--- src/common/rgc_defs.vh ---
// Offsets, field positions and reset values of the global command bits
`ifndef RGC_DEFS_VH
`define RGC_DEFS_VH

// Register byte offsets
`define RGC_GCMD_OFS 12'h018
`define RGC_GSTS_OFS 12'h01c
`define RGC_RTADDR_LO_OFS 12'h020
`define RGC_RTADDR_HI_OFS 12'h024
`define RGC_CAP_OFS 12'h030

// Field positions in command and status words
`define RGC_ROOT_PTR_BIT 30
`define RGC_FLUSH_BIT 27
`define RGC_QINV_BIT 26
`define RGC_IREMAP_BIT 25

// Capability word bit positions (own layout)
`define RGC_CAP_FLUSH_BIT 0
`define RGC_CAP_QINV_BIT 1
`define RGC_CAP_IREMAP_BIT 2
`define RGC_CAP_ESIRT_BIT 3

// Reset values
`define RGC_RTADDR_RST 64'h0000000000000000
`define RGC_STATUS_RST 32'h00000000

`endif

--- src/logic/rgc_global_command.v ---
// Global command bits 30, 27, 26 and 25 of a remapping unit with matching status
`timescale 1ns/1ps

module rgc_global_command #(
  parameter HAS_FLUSH = 1,
  parameter HAS_QINV = 1,
  parameter HAS_IREMAP = 1,
  parameter HAS_ESIRT = 1
) (
  input wire ref_clk_i,
  input wire reset_i,
  // Register port
  input wire [11:0] reg_addr_i,
  input wire [31:0] reg_wdata_i,
  input wire reg_wr_i,
  input wire reg_rd_i,
  output reg [31:0] reg_rdata_o,
  // Root pointer load towards the translation engine
  output reg [63:0] root_table_address_o,
  output reg root_pointer_load_req_o,
  input wire root_pointer_load_done_i,
  // Posted write flush
  output reg posted_write_flush_req_o,
  input wire posted_write_flush_done_i,
  // Queued invalidation engine
  output reg queued_inval_enable_o,
  input wire queued_inval_ack_i,
  // Interrupt remapping
  output reg intr_remap_enable_o,
  input wire intr_txn_idle_i,
  input wire intr_queue_empty_i,
  output reg intr_cache_inval_req_o,
  input wire intr_cache_inval_done_i
);

`include "rgc_defs.vh"

  // ---------------------------------------------------------------
  // Interrupt remap switch states
  // ---------------------------------------------------------------
  localparam IR_IDLE = 4'b0001;
  localparam IR_DRAIN = 4'b0010;
  localparam IR_INVAL = 4'b0100;
  localparam IR_SWITCH = 4'b1000;

  function hit;
    input [11:0] a;
    input [11:0] ofs;
    begin
      hit = (a == ofs);
    end
  endfunction

  // ---------------------------------------------------------------
  // Address decode
  // ---------------------------------------------------------------
  // Partial decode would alias the command word onto its neighbours,
  // so every register is matched on the full byte address
  wire sel_gcmd = hit(reg_addr_i, `RGC_GCMD_OFS);
  wire sel_gsts = hit(reg_addr_i, `RGC_GSTS_OFS);
  wire sel_rtlo = hit(reg_addr_i, `RGC_RTADDR_LO_OFS);
  wire sel_rthi = hit(reg_addr_i, `RGC_RTADDR_HI_OFS);
  wire sel_cap = hit(reg_addr_i, `RGC_CAP_OFS);
  wire gcmd_wr = reg_wr_i & sel_gcmd;
  wire [31:0] wd = reg_wdata_i;

  // ---------------------------------------------------------------
  // Root table address register and root pointer load
  // ---------------------------------------------------------------
  reg [63:0] rtaddr_q;
  reg [63:0] rtaddr_d;
  reg [63:0] root_addr_d;
  reg root_req_d;
  reg root_busy_q;
  reg root_busy_d;
  reg root_status_q;
  reg root_status_d;

  // Only a written one in bit 30 starts a load; zero there leaves the root state alone
  wire root_cmd = gcmd_wr & wd[`RGC_ROOT_PTR_BIT];

  always @* begin
    rtaddr_d = rtaddr_q;
    if (reg_wr_i && sel_rtlo) begin
      rtaddr_d[31:0] = reg_wdata_i;
    end else if (reg_wr_i && sel_rthi) begin
      rtaddr_d[63:32] = reg_wdata_i;
    end
  end

  // The engine gets a snapshot, so later address writes cannot
  // disturb a load already in flight
  // A done pulse outside a load is ignored, so a late or stray
  // acknowledge cannot fake a completed pointer update
  always @* begin
    root_addr_d = root_table_address_o;
    root_req_d = root_cmd;
    root_busy_d = root_busy_q;
    root_status_d = root_status_q;
    if (root_cmd) begin
      root_addr_d = rtaddr_q;
      root_busy_d = 1'b1;
      root_status_d = 1'b0;
    end else if (root_busy_q && root_pointer_load_done_i) begin
      root_busy_d = 1'b0;
      root_status_d = 1'b1;
    end
  end

  always @(posedge ref_clk_i or posedge reset_i) begin
    if (reset_i) begin
      rtaddr_q <= `RGC_RTADDR_RST;
      root_table_address_o <= `RGC_RTADDR_RST;
      root_pointer_load_req_o <= 1'b0;
      root_busy_q <= 1'b0;
      root_status_q <= 1'b0;
    end else begin
      rtaddr_q <= rtaddr_d;
      root_table_address_o <= root_addr_d;
      root_pointer_load_req_o <= root_req_d;
      root_busy_q <= root_busy_d;
      root_status_q <= root_status_d;
    end
  end

  // ---------------------------------------------------------------
  // Posted write flush
  // ---------------------------------------------------------------
  reg flush_status_q;
  reg flush_status_d;
  wire flush_cmd = gcmd_wr & wd[`RGC_FLUSH_BIT] &
    (HAS_FLUSH != 0);

  // A new command wins over a done seen in the same cycle
  // The flush status is a plain level; software polls it until it
  // drops, there is no completion event of its own
  always @* begin
    flush_status_d = flush_status_q;
    if (flush_cmd) begin
      flush_status_d = 1'b1;
    end else if (posted_write_flush_done_i) begin
      flush_status_d = 1'b0;
    end
  end

  always @(posedge ref_clk_i or posedge reset_i) begin
    if (reset_i) begin
      posted_write_flush_req_o <= 1'b0;
      flush_status_q <= 1'b0;
    end else begin
      posted_write_flush_req_o <= flush_cmd;
      flush_status_q <= flush_status_d;
    end
  end

  // ---------------------------------------------------------------
  // Queued invalidation enable
  // ---------------------------------------------------------------
  reg qinv_status_q;
  reg qinv_status_d;
  reg qinv_enable_d;

  // The enable level is stored even when it equals the old one;
  // the engine's ack then simply repeats the current state
  always @* begin
    qinv_enable_d = queued_inval_enable_o;
    qinv_status_d = qinv_status_q;
    if (gcmd_wr && HAS_QINV != 0) begin
      qinv_enable_d = wd[`RGC_QINV_BIT];
    end
    // Status follows the engine once it acknowledges the new level
    if (queued_inval_ack_i) begin
      qinv_status_d = queued_inval_enable_o;
    end
  end

  always @(posedge ref_clk_i or posedge reset_i) begin
    if (reset_i) begin
      queued_inval_enable_o <= 1'b0;
      qinv_status_q <= 1'b0;
    end else begin
      queued_inval_enable_o <= qinv_enable_d;
      qinv_status_q <= qinv_status_d;
    end
  end

  // ---------------------------------------------------------------
  // Interrupt remap enable
  // ---------------------------------------------------------------
  reg [3:0] ir_state_q;
  reg [3:0] ir_state_d;
  reg ir_target_q;
  reg ir_target_d;
  reg ir_status_q;
  reg ir_status_d;
  reg ir_enable_d;
  reg ir_inval_d;

  // Writes to the enable field while a switch is under way are
  // dropped; software must poll the status before writing again
  // The drain and boundary inputs are trusted as given; a partner
  // that never raises them leaves the switch pending for ever
  always @* begin
    ir_state_d = ir_state_q;
    ir_target_d = ir_target_q;
    ir_status_d = ir_status_q;
    ir_enable_d = intr_remap_enable_o;
    ir_inval_d = 1'b0;
    case (ir_state_q)
      IR_IDLE: begin
        if (gcmd_wr && HAS_IREMAP != 0 &&
            wd[`RGC_IREMAP_BIT] != intr_remap_enable_o) begin
          ir_target_d = wd[`RGC_IREMAP_BIT];
          if (wd[`RGC_IREMAP_BIT]) begin
            ir_state_d = IR_DRAIN;
          end else if (HAS_ESIRT != 0) begin
            ir_inval_d = 1'b1;
            ir_state_d = IR_INVAL;
          end else begin
            ir_state_d = IR_SWITCH;
          end
        end
      end
      IR_DRAIN: begin
        // Queued requests must leave before status shows enabled
        if (intr_queue_empty_i) begin
          ir_state_d = IR_SWITCH;
        end
      end
      IR_INVAL: begin
        if (intr_cache_inval_done_i) begin
          ir_state_d = IR_SWITCH;
        end
      end
      IR_SWITCH: begin
        // Flip only between interrupts so none is half remapped
        if (intr_txn_idle_i) begin
          ir_enable_d = ir_target_q;
          ir_status_d = ir_target_q;
          ir_state_d = IR_IDLE;
        end
      end
      default: begin
        ir_state_d = IR_IDLE;
      end
    endcase
  end

  always @(posedge ref_clk_i or posedge reset_i) begin
    if (reset_i) begin
      ir_state_q <= IR_IDLE;
      ir_target_q <= 1'b0;
      ir_status_q <= 1'b0;
      intr_remap_enable_o <= 1'b0;
      intr_cache_inval_req_o <= 1'b0;
    end else begin
      ir_state_q <= ir_state_d;
      ir_target_q <= ir_target_d;
      ir_status_q <= ir_status_d;
      intr_remap_enable_o <= ir_enable_d;
      intr_cache_inval_req_o <= ir_inval_d;
    end
  end

  // ---------------------------------------------------------------
  // Read port
  // ---------------------------------------------------------------
  // Status word built from the root, flush, queued invalidation and remap status flags
  function [31:0] status_word;
    input root_s;
    input flush_s;
    input qinv_s;
    input ir_s;
    begin
      status_word = `RGC_STATUS_RST;
      status_word[`RGC_ROOT_PTR_BIT] = root_s;
      status_word[`RGC_FLUSH_BIT] = flush_s;
      status_word[`RGC_QINV_BIT] = qinv_s;
      status_word[`RGC_IREMAP_BIT] = ir_s;
    end
  endfunction

  // Capability word built from the feature parameters
  function [31:0] cap_word;
    input flush_c;
    input qinv_c;
    input ir_c;
    input esirt_c;
    begin
      cap_word = 32'h00000000;
      cap_word[`RGC_CAP_FLUSH_BIT] = flush_c;
      cap_word[`RGC_CAP_QINV_BIT] = qinv_c;
      cap_word[`RGC_CAP_IREMAP_BIT] = ir_c;
      cap_word[`RGC_CAP_ESIRT_BIT] = esirt_c;
    end
  endfunction

  reg [31:0] rd_d;

  always @* begin
    rd_d = 32'h00000000;
    // Command word reads as zero; software must not rely on it
    if (sel_gsts) begin
      rd_d = status_word(root_status_q, flush_status_q, qinv_status_q,
        ir_status_q);
    end else if (sel_rtlo) begin
      rd_d = rtaddr_q[31:0];
    end else if (sel_rthi) begin
      rd_d = rtaddr_q[63:32];
    end else if (sel_cap) begin
      rd_d = cap_word(HAS_FLUSH != 0, HAS_QINV != 0, HAS_IREMAP != 0,
        HAS_ESIRT != 0);
    end
  end

  // Read data are registered and held for one cycle only; an idle
  // bus reads as zero so stale status never lingers on the port
  always @(posedge ref_clk_i or posedge reset_i) begin
    if (reset_i) begin
      reg_rdata_o <= `RGC_STATUS_RST;
    end else if (reg_rd_i) begin
      reg_rdata_o <= rd_d;
    end else begin
      reg_rdata_o <= 32'h00000000;
    end
  end

endmodule // rgc_global_command
--- config.mk ---
export PLATFORM = sky130hd
export DESIGN_NAME = rgc_global_command
export DESIGN_NICKNAME = d
export VERILOG_FILES = /design/src/logic/rgc_global_command.v
export VERILOG_INCLUDE_DIRS = /design/src /design/src/common
export SDC_FILE = /design/constraint.sdc
export NUM_CORES = 1
export LEC_CHECK = 0
export BUFFER_PORTS_ARGS = -buffer_cell sky130_fd_sc_hd__buf_2
export CORE_ASPECT_RATIO = 0.75
export CORE_UTILIZATION = 25
export DETAILED_ROUTE_END_ITERATION = 10
export PLACE_DENSITY = 0.53
export SLEW_MARGIN = 20
export SYNTH_ARGS = -nofsm -noshare
export SYNTH_HDL_FRONTEND = slang
export SYNTH_SLANG_ARGS = --single-unit
--- constraint.sdc ---
create_clock -name ref_clk_i -period 10.4 [get_ports ref_clk_i]
set_clock_uncertainty 0.1 [all_clocks]
set_input_delay 2.08 -clock ref_clk_i [delete_from_list [all_inputs] [get_ports ref_clk_i]]
set_output_delay 2.08 -clock ref_clk_i [all_outputs]
set_load 0.02 [all_outputs]
==> reports/summary.txt <==
largest cells by area after synthesis = dfrtp_1, mux2_2, mux2_4
vias in the first global route = 4590
Rows = 52
Synth Area in Adders = 0%
cts hold-fix bufs = 0
initial antenna violation count = 0
pin count of the biggest net entering global routing = 64
Critical Path RT = 10.61 ns
share of post-route cells with drive strength above 1 = 52.4%
Startpoint Class = input port
Top FF cell, synth = dfrtp_1
Root Driver = clkbuf_16
Synth top area share = 62.0%
HP Class = flip-flop to flip-flop
postcts setup bufs = 0
crit path DAT = 4.71 ns
Max Slew Vio Count = 0
DRC errors left = 0
XOR/XNOR Fraction of Synth Area = 0.125%
synthesis-to-layout area growth = 25.7%
largest family of logic cells by synthesized area = multiplexers
final setup TNS = 0 ns
RSZ-0062 raised after global routing = false
Tot Pwr = 0.00142 W
crit path capture type = flip-flop
first-pass GRT wire length = 27600 um
Mapped Area = 6980 um^2
gr ovfl total = 0
post-CTS sizing = 0
design area = 8770 um^2
Post-Synth Simple-Gate Area = 6.45%
WL final = 17100 um
Leak = 4.76 nW
clock slew at reported path FFs = 0.07 ns
drt wl/cell = 17.4 um
GPL Wtd Cong = 0.706
drt pass-1 iters = 4
routed vias = 4259
CTS H-tree depth = 4
cells after synthesis = 467
Max IR drop VDD = 0.102 mV
io pins = 155
Total Routing Usage GR = 12.8%
clk sink count = 174
port bufs = 154
Die Wd = 195 um
# Max-Cap Violations = 0
Final setup viols = 0
Worst-Skew Late Latency = 0.43 ns
DR vias/cell = 4.32
sequential cell area fraction in the yosys report = 62.4%
Starting Density = 25.7%
CORE AREA = 27200 um^2
dpl hpwl = 11200 um
Yosys warnings = 0
outcome = completed
TritonCTS Buffers = 17
Fin. Hold Viols = 0
R2R Setup Slk = 8.47 ns
CTS tree = built
# diodes = 0
hold slack final = 0.388 ns
Tmin final = 4.51 ns
FFs w/ async S/R, synth = 100%
Post-Syn Area per Cell = 15.0 um^2
Worst-Margin Slew = 1.01 ns
worst-path fanout max = 32
die area = 28600 um^2
#FFs+latches synth = 174
FMAX = 222 MHz
area leader, netlist = dfrtp_1
placed inst area = 8130 um^2
pwr dens = 161 nW/um^2
Cell variety after synth = 36
Tcrit/Tclk final = 43.3%
Relative slew margins = 31.8%
worst-case clock buffer depth = 2
Routed Antenna Nets = 0
mux contribution to synthesized area = 24.4%
Fillers = 2738
syn nets = 521
Final #Nets = 677
DR iter-0 viols = 146
Post-synth EDFFs = 0
crit path kind = input port to flip-flop
Compound-Gate Fraction of Synth Area = 4.12%
Die Ht = 147 um
## cells in the final DEF, fill, tap and decap left out, types with 4 or more instances in the layout
cell type	netlist	layout
mux2_2	84	84
bufinv_16	0	4
nor2_1	45	45
dfrtp_1	173	173
nor2b_1	7	7
buf_4	4	8
buf_2	8	154
mux2_4	49	49
inv_1	5	4
clkbuf_8	0	4
a21oi_1	8	8
nand2_1	6	4
clkbuf_16	0	17
a22oi_1	28	28
nand2b_1	4	4
## report_power, final
group | internal, W | switching [W] | total (W) | leakage [nW]
clock network | 0.000430 | 0.000268 | 0.000698 | 0.311
registers | 0.000678 | 0.00000107 | 0.000679 | 2.42
logic | 0.0000114 | 0.0000265 | 0.0000380 | 2.02
total | 0.00112 | 0.000296 | 0.00142 | 4.76
## layout make-up
cell class,count,area (um^2),share of cell area (%)
Sequential cell,174,4360,49.6
Multi-Input combinational cell,263,2480,28.3
Tap cell,351,439,5.00
Timing Repair Buffer,162,831,9.47
Clock buffer,24,492,5.60
Inverter,5,23.8,0.271
Clock inverter,8,154,1.75
## routing by layer
layer  wire length (um)  GRT usage, %  vias up
met5                  0             0        -
met3                633          3.05       13
met1               8350          17.6     2190
met2               7900          19.6       91
met4                236          4.69        0
li1                   -             -     1965
## Yosys cell counts, types with 3 or more instances
cell type  instances
inv_1              5
a21oi_1            8
mux2_4            49
nand3b_1           3
mux2_2            84
buf_2              8
nor2b_1            7
nand2b_1           4
clkbuf_1           7
buf_4              4
nor2_1            45
a22oi_1           28
nand2_1            6
nand4b_1           3
buf_6              5
dfrtp_1          173
## metrics by stage
stage	instances	worst slack, ns	util [%]
detailed placement	955	5.41	29.9
floorplan	467	3.50	-
CTS	987	5.88	32.3
global route	987	5.72	32.3
finish	987	5.89	32.3
global placement	955	5.42	29.9
## kinds of logic (layout without fill, tap and decap cells)
family | count (synthesis) | in the layout
flip-flops | 174 | 174
multiplexers | 135 | 135
AND/OR/NAND/NOR | 85 | 85
AO/OA/AOI/OAI | 42 | 42
buffers and inverters | 30 | 199
XOR/XNOR | 1 | 1
## final timing paths
check	from	endpoint	depth (start not counted)
setup / recovery	reg_addr_i[7]	rtaddr_q[48]$_DFFE_PP0P_	5
hold / removal	flush_status_q$_DFFE_PP0P_	flush_status_q$_DFFE_PP0P_	1
setup reg to reg	ir_state_q[0]$_DFFE_PP1P_	ir_target_q$_DFFE_PP0P_	3
hold reg to reg	flush_status_q$_DFFE_PP0P_	flush_status_q$_DFFE_PP0P_	1
max in group asynchronous	reset_i	rtaddr_q[57]$_DFFE_PP0P_	3
min in group asynchronous	reset_i	root_table_address_o[9]$_DFFE_PP0P_	2
## critical path, stage by stage
cell	delay [ns]
buf_2	0.09
or4_1	0.73
nor3_1	0.45
and3_2	0.92
mux2_2	0.41
## registers in the layout, summed over array words and instances (netlist names), 4 cells and up
name	cells
root_table_address_o	64
ir_state_q	4
reg_rdata_o	32
rtaddr_q	64
Note: power is estimated with default switching activity, not from simulation.
